===== src/verilog/slcm_map.vh =====
/*
 Constant map for the serial link clock and mode configuration block.
 Assumes inclusion by the block's design files only; definitions only.
*/
`ifndef SLCM_MAP_VH
`define SLCM_MAP_VH
// Register byte addresses
`define SLCM_ADDR_CTRL 8'h00
`define SLCM_ADDR_STATUS 8'h04
`define SLCM_ADDR_PLLCFG 8'h08
`define SLCM_ADDR_ID 8'h0C
// Control register fields
`define SLCM_CTRL_RATE 0
`define SLCM_CTRL_PRESC 1
`define SLCM_CTRL_WIDTH 2
`define SLCM_CTRL_BYPASS 3
`define SLCM_CTRL_CE_N 4
`define SLCM_CTRL_SRC 5
`define SLCM_CTRL_RESET 32'h0000_0000
// Status register fields
`define SLCM_ST_BYPASS 0
`define SLCM_ST_FULL 1
`define SLCM_ST_FULL_OE 2
`define SLCM_ST_RX_OUT 3
`define SLCM_ST_TX_SRC 4
`define SLCM_ST_RATE 5
`define SLCM_ST_PRESC 6
`define SLCM_ST_WIDTH 7
// PLL configuration fields
`define SLCM_PLL_MUL_LSB 0
`define SLCM_PLL_DIV_LSB 8
// Rate bands in MBaud
`define SLCM_BAND_HI_MIN 100
`define SLCM_BAND_HI_MAX 200
`define SLCM_BAND_LO_MIN 50
`define SLCM_BAND_LO_MAX 100
// Multiplier for 8-bit and 10-bit characters, divider per band
`define SLCM_MUL_NARROW 8'h0A
`define SLCM_MUL_WIDE 8'h0C
`define SLCM_DIV_HI 8'h01
`define SLCM_DIV_LO 8'h02
// Arbitrary identification value
`define SLCM_ID_VALUE 32'h5A5A_0001
// Settle counter value at which the state moves on, after three cycles in the settle state, before flags drive
`define SLCM_SETTLE_COUNT 2'h2
`endif


===== src/verilog/slcm_sync2.v =====
/*
 Two-stage level synchroniser for asynchronous pin inputs.
 Assumes clk and rst_n of the destination domain.
*/
`timescale 1ns/10ps
module slcm_sync2 #(
	parameter W = 1
) (
	input wire clk,
	input wire rst_n,
	input wire ce,
	input wire [W-1:0] d,
	output reg [W-1:0] q
);
	reg [W-1:0] meta;

	// First stage feeds only the second stage
	always @(posedge clk or negedge rst_n) begin
		if (!rst_n) begin
			meta <= {W{1'b0}};
			q <= {W{1'b0}};
		end else if (ce) begin
			meta <= d;
			q <= meta;
		end
	end
endmodule // slcm_sync2


===== src/verilog/slcm_top.v =====
/*
 Clock and mode configuration of a serial link transceiver: strap decoding,
 prescaler, PLL setting derivation, clock source selection and transmit
 full toggling, with an AHB-Lite register slave.
 Assumes clk is the reference clock at 125 MHz and straps are asynchronous.
 Straps are treated as static; a change shows a few cycles later.
 The register source select can override the straps at run time.
 Transmit flags only drive once the settle state has passed, since
 the synchroniser still shows reset zeros for its first two cycles.
 A single bus master is assumed; hready is the slave's own hreadyout.
 Clock muxes are behavioural and need glitch-free cells in the netlist.
*/
// Our own choices: the AHB-Lite register port and the register addresses.
`timescale 1ns/10ps
`include "slcm_map.vh"
module slcm_top #(
	parameter BYPASS_ACTIVE_HIGH = 0
) (
	input wire clk,
	input wire rst_n,
	input wire clk_en,
	input wire rate_band_select,
	input wire prescaler_select,
	input wire parallel_width_select,
	input wire fifo_bypass_strap,
	input wire chip_enable_n,
	input wire transmit_write_clock,
	input wire fifo_transmit_full,
	input wire hsel,
	input wire [31:0] haddr,
	input wire [1:0] htrans,
	input wire hwrite,
	input wire [2:0] hsize,
	input wire [31:0] hwdata,
	input wire hready,
	output reg [31:0] hrdata,
	output wire hreadyout,
	output wire hresp,
	output wire pll_reference_clock,
	output wire transmit_pll_clock,
	output wire transmit_port_clock,
	output reg [7:0] pll_multiplier,
	output reg [7:0] pll_divider,
	output reg transmit_full_flag,
	output reg transmit_full_oe,
	output reg receive_clock_is_output,
	output reg fifo_bypass_active,
	output reg [31:0] rate_band_min,
	output reg [31:0] rate_band_max
);
	localparam ST_IDLE = 3'h1;
	localparam ST_SETTLE = 3'h2;
	localparam ST_RUN = 3'h4;

	wire [4:0] pin_sync;
	reg [31:0] ctrl;
	reg [2:0] state;
	reg [2:0] next_state;
	reg [1:0] settle_cnt;
	wire [7:0] status_bits;
	reg presc_div;
	reg toggle;
	reg ce_ref;
	reg wr_pend;
	reg rd_pend;
	reg [7:0] addr_q;
	wire eff_rate;
	wire eff_presc;
	wire eff_width;
	wire eff_bypass_raw;
	wire eff_ce_n;
	wire bypass;
	wire toggle_mode;
	wire [7:0] next_mul;
	wire [7:0] next_div;
	wire full_src;

	slcm_sync2 #(.W(5)) u_sync (
		.clk(clk),
		.rst_n(rst_n),
		.ce(clk_en),
		.d({chip_enable_n, fifo_bypass_strap, parallel_width_select,
			prescaler_select, rate_band_select}),
		.q(pin_sync)
	);

	function eff_pick;
		input use_reg;
		input reg_bit;
		input pin_bit;
		begin
			eff_pick = use_reg ? reg_bit : pin_bit;
		end
	endfunction

	// Software source select lets tests steer the mode without moving straps
	assign eff_rate = eff_pick(ctrl[`SLCM_CTRL_SRC], ctrl[`SLCM_CTRL_RATE], pin_sync[0]);
	assign eff_presc = eff_pick(ctrl[`SLCM_CTRL_SRC], ctrl[`SLCM_CTRL_PRESC], pin_sync[1]);
	assign eff_width = eff_pick(ctrl[`SLCM_CTRL_SRC], ctrl[`SLCM_CTRL_WIDTH], pin_sync[2]);
	assign eff_bypass_raw = eff_pick(ctrl[`SLCM_CTRL_SRC], ctrl[`SLCM_CTRL_BYPASS], pin_sync[3]);
	assign eff_ce_n = eff_pick(ctrl[`SLCM_CTRL_SRC], ctrl[`SLCM_CTRL_CE_N], pin_sync[4]);
	assign bypass = (BYPASS_ACTIVE_HIGH != 0) ? eff_bypass_raw : ~eff_bypass_raw;

	function [7:0] pll_mul;
		input width8;
		begin
			case (width8)
			1'h1: pll_mul = `SLCM_MUL_NARROW;
			default: pll_mul = `SLCM_MUL_WIDE;
			endcase
		end
	endfunction

	function [31:0] band_limit;
		input rate_hi;
		input upper;
		begin
			case ({rate_hi, upper})
			2'h3: band_limit = `SLCM_BAND_HI_MAX;
			2'h2: band_limit = `SLCM_BAND_HI_MIN;
			2'h1: band_limit = `SLCM_BAND_LO_MAX;
			default: band_limit = `SLCM_BAND_LO_MIN;
			endcase
		end
	endfunction

	function bus_take;
		input sel;
		input [1:0] trans;
		input rdy;
		begin
			// Only NONSEQ and SEQ carry a transfer
			bus_take = sel & trans[1] & rdy;
		end
	endfunction

	function [7:0] pll_div;
		input rate_hi;
		input presc;
		begin
			// Halved reference is compensated by a smaller divider
			if (rate_hi)
				pll_div = `SLCM_DIV_HI;
			else if (presc)
				pll_div = `SLCM_DIV_HI;
			else
				pll_div = `SLCM_DIV_LO;
		end
	endfunction

	assign next_mul = pll_mul(eff_width);
	assign next_div = pll_div(eff_rate, eff_presc);

	assign pll_reference_clock = clk;
	// Clock muxing here is behavioural; a glitch-free cell belongs in the netlist
	assign transmit_pll_clock = eff_presc ? presc_div : clk;
	assign transmit_port_clock = bypass ? clk : transmit_write_clock;
	assign toggle_mode = bypass & (eff_presc | ~eff_rate);
	assign full_src = bypass ? (toggle_mode ? toggle : 1'b0) : fifo_transmit_full;

	always @(posedge clk or negedge rst_n) begin
		if (!rst_n) begin
			presc_div <= 1'b0;
		end else if (clk_en) begin
			presc_div <= ~presc_div;
		end
	end

	always @* begin
		case (state)
		ST_IDLE: next_state = ST_SETTLE;
		ST_SETTLE: begin
			if (settle_cnt == `SLCM_SETTLE_COUNT)
				next_state = ST_RUN;
			else
				next_state = ST_SETTLE;
		end
		ST_RUN: next_state = ST_RUN;
		default: next_state = ST_IDLE;
		endcase
	end

	always @(posedge clk or negedge rst_n) begin
		if (!rst_n) begin
			state <= ST_IDLE;
			settle_cnt <= 2'h0;
		end else if (clk_en) begin
			state <= next_state;
			if (state == ST_SETTLE)
				settle_cnt <= settle_cnt + 2'h1;
			else
				settle_cnt <= 2'h0;
		end
	end

	// Toggle restarts low whenever the mode leaves, so the first edge is predictable
	always @(posedge clk or negedge rst_n) begin
		if (!rst_n) begin
			toggle <= 1'b0;
			ce_ref <= 1'b0;
		end else if (clk_en) begin
			toggle <= toggle_mode ? ~toggle : 1'b0;
			ce_ref <= ~eff_ce_n;
		end
	end

	always @(posedge clk or negedge rst_n) begin
		if (!rst_n) begin
			pll_multiplier <= 8'h00;
			pll_divider <= 8'h00;
		end else if (clk_en) begin
			pll_multiplier <= next_mul;
			pll_divider <= next_div;
		end
	end

	always @(posedge clk or negedge rst_n) begin
		if (!rst_n) begin
			transmit_full_flag <= 1'b0;
			transmit_full_oe <= 1'b0;
		end else if (clk_en) begin
			transmit_full_flag <= (state == ST_RUN) ? full_src : 1'b0;
			// Flags float while disabled; in every mode enable follows the chip enable once in run
			transmit_full_oe <= (state == ST_RUN) & ce_ref;
		end
	end

	always @(posedge clk or negedge rst_n) begin
		if (!rst_n) begin
			receive_clock_is_output <= 1'b0;
			fifo_bypass_active <= 1'b0;
		end else if (clk_en) begin
			receive_clock_is_output <= bypass;
			fifo_bypass_active <= bypass;
		end
	end

	always @(posedge clk or negedge rst_n) begin
		if (!rst_n) begin
			rate_band_min <= 32'h0000_0000;
			rate_band_max <= 32'h0000_0000;
		end else if (clk_en) begin
			rate_band_min <= band_limit(eff_rate, 1'b0);
			rate_band_max <= band_limit(eff_rate, 1'b1);
		end
	end

	// AHB-Lite slave, zero wait states, always OKAY
	assign hreadyout = 1'b1;
	assign hresp = 1'b0;
	assign status_bits = {eff_width, eff_presc, eff_rate, bypass, receive_clock_is_output,
		transmit_full_oe, transmit_full_flag, fifo_bypass_active};

	always @(posedge clk or negedge rst_n) begin
		if (!rst_n) begin
			wr_pend <= 1'b0;
			rd_pend <= 1'b0;
		end else if (clk_en && hready) begin
			wr_pend <= bus_take(hsel, htrans, hready) & hwrite;
			rd_pend <= bus_take(hsel, htrans, hready) & ~hwrite;
		end
	end

	always @(posedge clk or negedge rst_n) begin
		if (!rst_n) begin
			addr_q <= 8'h00;
		end else if (clk_en && hready) begin
			addr_q <= haddr[7:0];
		end
	end

	always @(posedge clk or negedge rst_n) begin
		// Upper control bits are not implemented and read as zero
		if (!rst_n) begin
			ctrl <= `SLCM_CTRL_RESET;
		end else if (clk_en && wr_pend && addr_q == `SLCM_ADDR_CTRL) begin
			ctrl <= {26'h000_0000, hwdata[5:0]};
		end
	end

	always @(posedge clk or negedge rst_n) begin
		if (!rst_n) begin
			hrdata <= 32'h0000_0000;
		end else if (clk_en && bus_take(hsel, htrans, hready) && !hwrite) begin
			case (haddr[7:0])
			`SLCM_ADDR_CTRL: hrdata <= ctrl;
			`SLCM_ADDR_STATUS: hrdata <= {24'h00_0000, status_bits};
			`SLCM_ADDR_PLLCFG: hrdata <= {16'h0000, pll_divider, pll_multiplier};
			`SLCM_ADDR_ID: hrdata <= `SLCM_ID_VALUE;
			default: hrdata <= 32'h0000_0000;
			endcase
		end
	end
endmodule // slcm_top


===== config.mk =====
export PLATFORM = sky130hd
export DESIGN_NAME = slcm_top
export DESIGN_NICKNAME = d
export VERILOG_FILES = /design/src/verilog/slcm_sync2.v /design/src/verilog/slcm_top.v
export VERILOG_INCLUDE_DIRS = /design/src /design/src/verilog
export SDC_FILE = /design/constraint.sdc
export NUM_CORES = 1
export LEC_CHECK = 0
export BUFFER_PORTS_ARGS = -buffer_cell sky130_fd_sc_hd__buf_2
export CAP_MARGIN = 5
export CORE_ASPECT_RATIO = 1.1
export CORE_MARGIN = 5
export CORE_UTILIZATION = 46
export DETAILED_ROUTE_END_ITERATION = 12
export GPL_ROUTABILITY_DRIVEN = 0
export PLACE_DENSITY = 0.83
export SLEW_MARGIN = 20
export SYNTH_ARGS = -nofsm -noshare
export SYNTH_HDL_FRONTEND = slang
export SYNTH_HIERARCHICAL = 1
export SYNTH_SLANG_ARGS = --single-unit
export TNS_END_PERCENT = 1

===== constraint.sdc =====
create_clock -name clk -period 1.8 [get_ports clk]
set_input_delay 0.36 -clock clk [delete_from_list [all_inputs] [get_ports clk]]
set_output_delay 0.36 -clock clk [all_outputs]
set_load 0.02 [all_outputs]

==> results.ini, run 1 <==
[pwr]
p_leak_nw = 1.80
combPwrFrac_pct = 20.6
peakVddDrop_mv = 0.884
internal_power_mw = 2.14
fin_total_pwr_mw = 3.21
pwr-share-clk_pct = 35.0
power.density_nw_per_um2 = 929
seq_power_share_pct = 44.4
p_switching_mw = 1.07
switching_share_pct = 33.3

[grt]
grt_overflow = 0
grt_usage_pct = 14.6
antenna_found_initial = 0
grt_pass1_wl_microns = 9720
grt_max_degree = 32
grt_pass1_vias = 1990

[detailed_routing]
antenna_left = 0
drt_iter0_drc = 135
wirelength_microns = 6510
routedWlPerCell_microns = 14.6
firstDrtPassIters = 4
vias_per_cell = 4.73
drc = 0
vias = 2106

[critical_path]
worst_setup_path_end_kind = primary output
crit_type = flip-flop to primary output
cp-start-kind = flip-flop
worstPathMaxFanout = 2
worstPathRequired_ns = 1.44
crit_arrival_ns = 1.55

[synthesis]
ys_seq_elements = 54
synth_ff_type = dfrtp_1
yosys_warnings = 6
yosysSeqAreaShare_pct = 42.1
ys_types = 45
synth_cells = 295
synth_edf_count = 0
netlist_area_sq_um = 3210
syn_avg_cell_area_sq_um = 10.9
async_reset_ff_share_pct = 100

[layout]
final_nets = 441
post-route-util_pct = 49.8
fillers = 611
multiInputGateArea_sq_um = 1350
fin_cells = 445
area_growth_pct = 7.56
num_antenna_cells = 0
register_area_sq_um = 1360
drive_gt1_share_pct = 35.6

[timing]
setup_viol = 4
hold_viol = 0
finalCriticalPeriod_ns = 1.91
layout_setup_ws_ns = -0.105
fmax_mhz = 525
slew_viol_final = 0
skew_ns = 0.0124
fin_crit_sh_pct = 106
rsz0062_at_grt = true

[clocking]
clock_latency_ns = 0.41
clkTransAtPathRegs_ns = 0.10
cts_tree = yes

[floorplan]
chipHeight_microns = 97.6
die_x_microns = 89.6
rows = 32
core_area_sq_um = 6930
ioPinCount = 203
fp.dieArea_sq_um = 8750
initial_core_util_pct = 46.3

[run_status]
status = finished with violations
violations = setup timing

[place]
io_buffers = 67
place_hpwl_microns = 5020
dp_cells = 425

[flow_run]
max_cap_violations = 0

[hold_path]
min_path_type = input pin to flip-flop

final timing paths:
path / endpoint / depth (start not counted) / startpoint / slack [ns]
max: transmit_pll_clock / 3 / ctrl[5] / -0.11
min: u_sync/meta[2] / 2 / parallel_width_select / 0.17
max reg2reg: toggle / 6 / ctrl[5] / 0.28
min reg2reg: presc_div / 1 / presc_div / 0.49
max in group asynchronous: state[0] / 3 / rst_n / 0.96
min in group asynchronous: u_sync/meta[2] / 2 / rst_n / 0.28
cell type report:
| type | count | share of cell area [%] |
|---|---|---|
| Tap cell | 85 | 3.08 |
| Timing Repair Buffer | 76 | 12.4 |
| Clock inverter | 2 | 0.326 |
| Sequential cell | 54 | 39.3 |
| Inverter | 10 | 1.09 |
| Clock buffer | 14 | 4.60 |
| Multi-Input combinational cell | 204 | 39.2 |
synth_stat cells (2+ instances only):
master / number / area (sq um)
a21oi_1: 3 / 15.0
a22o_1: 5 / 43.8
and4bb_2: 2 / 25.0
buf_2: 3 / 15.0
buf_4: 99 / 743
buf_6: 3 / 33.8
conb_1: 2 / 7.51
dfrtp_1: 53 / 1330
inv_1: 10 / 37.5
mux2_2: 16 / 180
mux2_4: 10 / 150
mux2i_1: 7 / 70.1
nand2_1: 12 / 45.0
nand2b_1: 6 / 37.5
nand3_1: 3 / 15.0
nand4_1: 2 / 12.5
nor2_1: 4 / 15.0
nor3_1: 2 / 10.0
o21a_1: 2 / 15.0
o21ai_0: 16 / 80.1
o22ai_1: 3 / 18.8
o2bb2ai_1: 4 / 35.0
o31ai_1: 5 / 37.5
o41ai_1: 2 / 17.5
per-stage QoR:
stage	worst slack (ns)	hold slack, ns	setup TNS [ns]	area, sq um
after floorplan	0.235	0.0644	0	3510
after global placement	0.151	0.183	0	3200
after detailed placement	0.151	0.181	0	3200
after CTS	-0.147	0.160	-0.242	3410
after global routing	-0.175	0.150	-0.334	3450
final	-0.105	0.172	-0.202	3450
layer usage:
layer,global-route usage (%),share of wire (%)
met5,0,0
met3,4.16,10
met2,24.7,51
met1,16.8,37
met4,6.19,1.9
power groups by stage:
stage,logic (mW),registers (mW),clock network (mW)
finish,0.661,1.42,1.12
global route,0.720,1.44,1.23
CTS,0.641,1.42,1.14
detailed placement,0.622,1.44,0.149
global placement,0.611,1.43,0.149
floorplan,0.577,1.46,0.138
cells by family (layout without fill, tap and decap cells):
group,count (synthesis),count (layout),share of synthesized area (%)
buf+inv,116,102,26.0
flops,54,54,42.1
compound gates,46,46,10.0
simple gates,41,41,8.07
mux,34,34,12.9
other cells,2,81,0.234
fa+ha+maj,1,1,0.390
xor+xnor,1,1,0.273
worst max-delay path: stages (launching register included):
cell	delay [ns]
dfrtp_2	0.42
mux2i_4	0.27
mux2_4	0.32
buf_6	0.13
flip-flops by register name, indices dropped and copies added, names as in the netlist:
signal / cells
state: 3
u_sync/q: 5
fifo_bypass_active: 1
addr_q: 8
u_sync/meta: 5
settle_cnt: 2
pll_divider: 2
rate_band_max: 3
ctrl: 6
toggle: 1
hrdata: 11
transmit_full_oe: 1
ce_ref: 1
wr_pend: 1
transmit_full_flag: 1
pll_multiplier: 2
presc_div: 1
cell usage in the layout, fill, tap and decap left out, types with 4 or more instances in the layout:
master and instances:
o21ai_0 16, conb_1 81, inv_1 11, mux2_4 12
nor2_1 4, dfrtp_1 51, buf_4 9, o2bb2ai_1 4
mux2i_1 6, mux2_2 14, o31ai_1 5, buf_2 65
clkbuf_8 9, nand2_1 10, nand2b_1 6, a22o_1 5
what timing repair did:
item	4_1_cts	5_1_grt
cloned	0	0
hold buffers	1	0
setup endpoints to repair	4	4
pin swaps	0	2
hold endpoints to repair	33	0
resized for setup	10	4
buffers inserted	3	3
Note: power is estimated with default switching activity, not from simulation.
==> run 2, diff against run 1 <==
--- a/config.mk
+++ b/config.mk
@@ -6,14 +6,15 @@
 export SDC_FILE = /design/constraint.sdc
 export NUM_CORES = 1
 export LEC_CHECK = 0
+export ABC_AREA = 1
 export BUFFER_PORTS_ARGS = -buffer_cell sky130_fd_sc_hd__buf_2
 export CAP_MARGIN = 5
 export CORE_ASPECT_RATIO = 1.1
 export CORE_MARGIN = 5
-export CORE_UTILIZATION = 46
+export CORE_UTILIZATION = 47
 export DETAILED_ROUTE_END_ITERATION = 12
 export GPL_ROUTABILITY_DRIVEN = 0
-export PLACE_DENSITY = 0.83
+export PLACE_DENSITY = 0.84
 export SLEW_MARGIN = 20
 export SYNTH_ARGS = -nofsm -noshare
 export SYNTH_HDL_FRONTEND = slang
==> results.ini, run 2 <==
[run_status]
status = finished with violations
violations = setup timing

[synthesis]
yosysSeqAreaShare_pct = 41.9
ys_types = 29
synth_most_common_cell = nand2_1
netlist_area_sq_um = 3230
yosys.area.top_type = dfrtp_1
synth_cells = 389
synth.top_cells.by_count = nand2_1 (122), buf_4 (99), dfrtp_1 (53), o21ai_0 (20), nand3_1 (19)
async_reset_ff_share_pct = 100
synth_ff_type = dfrtp_1
ys_top_cells_by_area = dfrtp_1 (41%), buf_4 (23%), nand2_1 (14%)
synth_top_area_share_pct = 41.1
syn_avg_cell_area_sq_um = 8.29
yosys_warnings = 6
synth_edf_count = 0
ys_seq_elements = 54

[grt]
grt_max_degree = 30
grt_pass1_wl_microns = 10300
grt_pass1_vias = 2256
antenna_found_initial = 0
grt_usage_pct = 15.2
grt_overflow = 0

[floorplan]
ioPinCount = 203
rows = 31
fp.dieArea_sq_um = 8620
initial_core_util_pct = 48.6
chipHeight_microns = 96.9
die_x_microns = 89.0
core_area_sq_um = 6630

[timing]
setup_viol = 4
skew_ns = 0.00797
setup-tns-final_ns = -0.153
fmax_mhz = 530
slew_viol_final = 0
finalCriticalPeriod_ns = 1.89
fin_crit_sh_pct = 105
hold_slack_ns = 0.136
layout_setup_ws_ns = -0.0871
rsz0062_at_grt = true
hold_viol = 0

[pwr]
fin_total_pwr_mw = 3.19
peakVddDrop_mv = 0.730
p_leak_nw = 2.00
power.density_nw_per_um2 = 931

[detailed_routing]
wirelength_microns = 6630
routedWlPerCell_microns = 12.4
vias_per_cell = 4.46
drt_iter0_drc = 135
antenna_left = 0
vias = 2385
firstDrtPassIters = 4
drc = 0

[critical_path]
path_cells = o21ai_2 -> mux2_4 -> buf_6
worstPathMaxFanout = 4
crit_arrival_ns = 1.53
worstPathRequired_ns = 1.44
max_stage_delay_ns = 0.47
cp-start-kind = flip-flop
crit_type = flip-flop to primary output
worst_setup_path_end_kind = primary output
critPathSlowestCell = dfrtp_2

[layout]
layout_commonest_cell = nand2_1
largest_reg_flops = 11
layout_common_cells = nand2_1 (121), conb_1 (81), buf_2 (65)
drive_gt1_share_pct = 25.6
area_growth_pct = 6.13
num_antenna_cells = 0
reg_top3 = hrdata: 11 flops, addr_q: 8 flops, ctrl: 6 flops
top_register = hrdata
fillers = 606
final_nets = 534

[place]
io_buffers = 67
place_hpwl_microns = 5060
pre_cts_slack_ns = 0.151

[clocking]
clock_latency_ns = 0.42
cts_tree = yes
clkTransAtPathRegs_ns = 0.09

[flow_run]
max_cap_violations = 0

[hold_path]
min_path_type = input pin to flip-flop

[run 2: timing repair]
action                                 in CTS  in global routing
endpoints found under the hold margin       5                  0
gates resized for setup                     9                  3
setup buffers                               1                  3
pin swaps                                   2                  2
setup endpoints to repair                   4                  4
hold buffers                                1                  0
[run 2: final timing paths]
path,start,endpoint,slack (ns),cells after the start
max,ctrl[5],transmit_pll_clock,-0.09,3
max reg2reg,ctrl[5],transmit_full_flag,0.32,10
max in group asynchronous,rst_n,state[0],0.89,3
min in group asynchronous,rst_n,u_sync/meta[3],0.29,2
min,parallel_width_select,u_sync/meta[2],0.14,3
min reg2reg,u_sync/meta[4],u_sync/meta[4],0.48,2
[run 2: cell type report]
cell class              instances  area, sq um  share of cell area [%]
repair buffers                 75          409                    12.0
flip-flops and latches         54         1350                    39.5
well taps                      82          103                    3.00
inverters                      21         78.8                    2.30
multi-input cells             288         1310                    38.3
clock buffers                  13          155                    4.53
clock inverters                 2         12.5                   0.365
[run 2: critical path: cells and delay by family, from the launching register on]
kind	cells	cell delay (ns)
compound gates	1	0.19
buf+inv	1	0.13
flops	1	0.47
mux	1	0.32
[run 2: per-stage QoR]
step                instance area (sq um)  std cells  utilization, %
floorplan                            3520        468               -
global placement                     3210        518            48.3
detailed placement                   3210        518            48.3
CTS                                  3390        532            51.1
global route                         3420        535            51.6
finish                               3420        535            51.6
[run 2: cells by family after synthesis]
| kind of cell | count (synthesis) | share of synthesized area, % |
|---|---|---|
| and+or+nand+nor | 173 | 23.4 |
| buffers and inverters | 126 | 27.2 |
| DFF | 54 | 41.9 |
| AOI/OAI and AO/OA | 27 | 4.77 |
| muxes | 5 | 1.86 |
| other | 2 | 0.233 |
| adders and majority gates | 1 | 0.388 |
| xor gates and xnor gates | 1 | 0.272 |
[run 2: report_power, final]
| part | internal [mW] | switching [mW] | total (mW) |
|---|---|---|---|
| logic | 0.195 | 0.461 | 0.656 |
| clock network | 0.532 | 0.538 | 1.07 |
| registers | 1.36 | 0.101 | 1.46 |
[run 2: routing by layer]
layer / wire [microns] / global-route usage [%] / part of all wire, % / vias to the layer above
li1: - / - / - / 1155
met4: 210 / 7.45 / 3.2 / 0
met3: 648 / 5.44 / 9.8 / 20
met5: 0 / 0 / 0 / -
met2: 3460 / 25.5 / 52 / 113
met1: 2320 / 16.5 / 35 / 1097
==> run 3, diff against run 2 <==
--- a/config.mk
+++ b/config.mk
@@ -14,7 +14,7 @@
 export CORE_UTILIZATION = 47
 export DETAILED_ROUTE_END_ITERATION = 12
 export GPL_ROUTABILITY_DRIVEN = 0
-export PLACE_DENSITY = 0.84
+export PLACE_DENSITY = 0.87
 export SLEW_MARGIN = 20
 export SYNTH_ARGS = -nofsm -noshare
 export SYNTH_HDL_FRONTEND = slang
==> results.ini, run 3 (synthesis gave the netlist of run 2 again) <==
[run_status]
status = finished with violations
violations = setup timing

[layout]
num_antenna_cells = 0
drive_gt1_share_pct = 24.9
fillers = 602
top_register = hrdata
layout_commonest_cell = nand2_1
area_growth_pct = 5.43
largest_reg_flops = 11
final_nets = 531
reg_top3 = hrdata: 11 flops, addr_q: 8 flops, ctrl: 6 flops
layout_common_cells = nand2_1 (121), conb_1 (81), buf_2 (65)

[floorplan]
fp.dieArea_sq_um = 8620
initial_core_util_pct = 48.6
core_area_sq_um = 6630
chipHeight_microns = 96.9
die_x_microns = 89.0
rows = 31
ioPinCount = 203

[hold_path]
hold_depth = 3
hold_end = u_sync/meta[3]
hold_start = fifo_bypass_strap
min_path_type = input pin to flip-flop

[critical_path]
cp-start-kind = flip-flop
rr_worst_depth = 9
cp-startpoint = ctrl[5]
reg2reg_to = transmit_full_flag
crit_type = flip-flop to primary output
worst_setup_path_end_kind = primary output
worstPathRequired_ns = 1.44
r2r_setup_slack_ns = 0.49
worstPathMaxFanout = 4
r2r-start = ctrl[5]
crit_arrival_ns = 1.52

[timing]
layout_setup_ws_ns = -0.0755
rsz0062_at_grt = true
fin_crit_sh_pct = 104
finalCriticalPeriod_ns = 1.88
hold_viol = 0
setup_viol = 4
worst_slew_pin_slew_ns = 0.622
relSlewSlack_pct = 58.5
skew_ns = 0.0157
fmax_mhz = 533
slew_viol_final = 0

[detailed_routing]
antenna_left = 0
vias_per_cell = 4.36
vias = 2317
drt_iter0_drc = 97
routedWlPerCell_microns = 12.3
drc = 0
firstDrtPassIters = 4
wirelength_microns = 6530

[grt]
antenna_found_initial = 0
grt_pass1_wl_microns = 10600
grt_overflow = 0
grt_max_degree = 29
grt_usage_pct = 15.4
grt_pass1_vias = 2384

[pwr]
switching_share_pct = 34.5
fin_total_pwr_mw = 3.12
p_switching_mw = 1.08
power.density_nw_per_um2 = 917
pwr-share-clk_pct = 32.4
peakVddDrop_mv = 0.478
p_leak_nw = 1.98
seq_power_share_pct = 46.9
combPwrFrac_pct = 20.7
internal_power_mw = 2.04

[clocking]
cts_tree = yes
clock_latency_ns = 0.42
clkTransAtPathRegs_ns = 0.10

[place]
pre_cts_slack_ns = 0.151
io_buffers = 67
place_hpwl_microns = 5040

[flow_run]
max_cap_violations = 0

run 3: cell count changes in the layout (fill, tap and decap cells not counted):
| cell | delta |
|---|---|
| buf_12 | +1 |
| clkinv_2 | +1 |
| clkinvlp_4 | -1 |
| clkbuf_1 | +1 |
| buf_4 | -4 |
| clkbuf_8 | -1 |
run 3: area by class of cell:
cell class / instances / area, sq um / area share (%)
Clock inverter: 2 / 10.0 / 0.294
Tap cell: 82 / 103 / 3.02
Timing Repair Buffer: 72 / 399 / 11.7
Inverter: 21 / 78.8 / 2.32
Clock buffer: 13 / 145 / 4.27
Multi-Input combinational cell: 288 / 1310 / 38.6
Sequential cell: 54 / 1350 / 39.8
run 3: metal layers:
metal	track usage (%)	vias to the layer above	part of all wire, %
li1	-	1151	-
met4	6.87	0	2.4
met3	4.67	16	8.8
met5	0	-	0
met2	27.4	101	53
met1	16.2	1049	36
run 3: what timing repair did:
| action | in CTS | in global routing |
|---|---|---|
| buffers inserted | 1 | 0 |
| hold buffers | 1 | 0 |
| pin swaps | 1 | 1 |
| endpoints found under the hold margin | 25 | 0 |
| resized for setup | 8 | 4 |
| setup endpoints to repair | 4 | 4 |
run 3: critical path: stages (launching register included):
cell and delay (ns):
dfrtp_2 0.47, o21ai_2 0.18, mux2_4 0.32, buf_6 0.13
run 3: through the flow:
stage                     instances  instance area (sq um)  hold WS (ns)  setup TNS (ns)  utilization [%]
final                           532                   3400         0.131          -0.121             51.3
after global routing            532                   3400         0.140          -0.212             51.3
after detailed placement        518                   3220         0.409               0             48.5
after CTS                       532                   3380         0.128          -0.115             51.0
after floorplan                 468                   3520        0.0644               0                -
after global placement          518                   3220         0.394               0             48.5
run 3: worst max path at each step:
stage / end / cells after the start
detailed placement: transmit_pll_clock / 2
floorplan: transmit_pll_clock / 1
global placement: transmit_pll_clock / 2
finish: transmit_pll_clock / 3
CTS: transmit_pll_clock / 5
global route: transmit_pll_clock / 3
run 3: power by group through the flow:
stage | clock network, mW | registers (mW) | logic (mW)
after floorplan | 0.109 | 1.48 | 0.591
after global placement | 0.107 | 1.47 | 0.598
after detailed placement | 0.107 | 1.48 | 0.625
after CTS | 1.03 | 1.46 | 0.638
after global routing | 1.10 | 1.48 | 0.720
final | 1.01 | 1.46 | 0.646
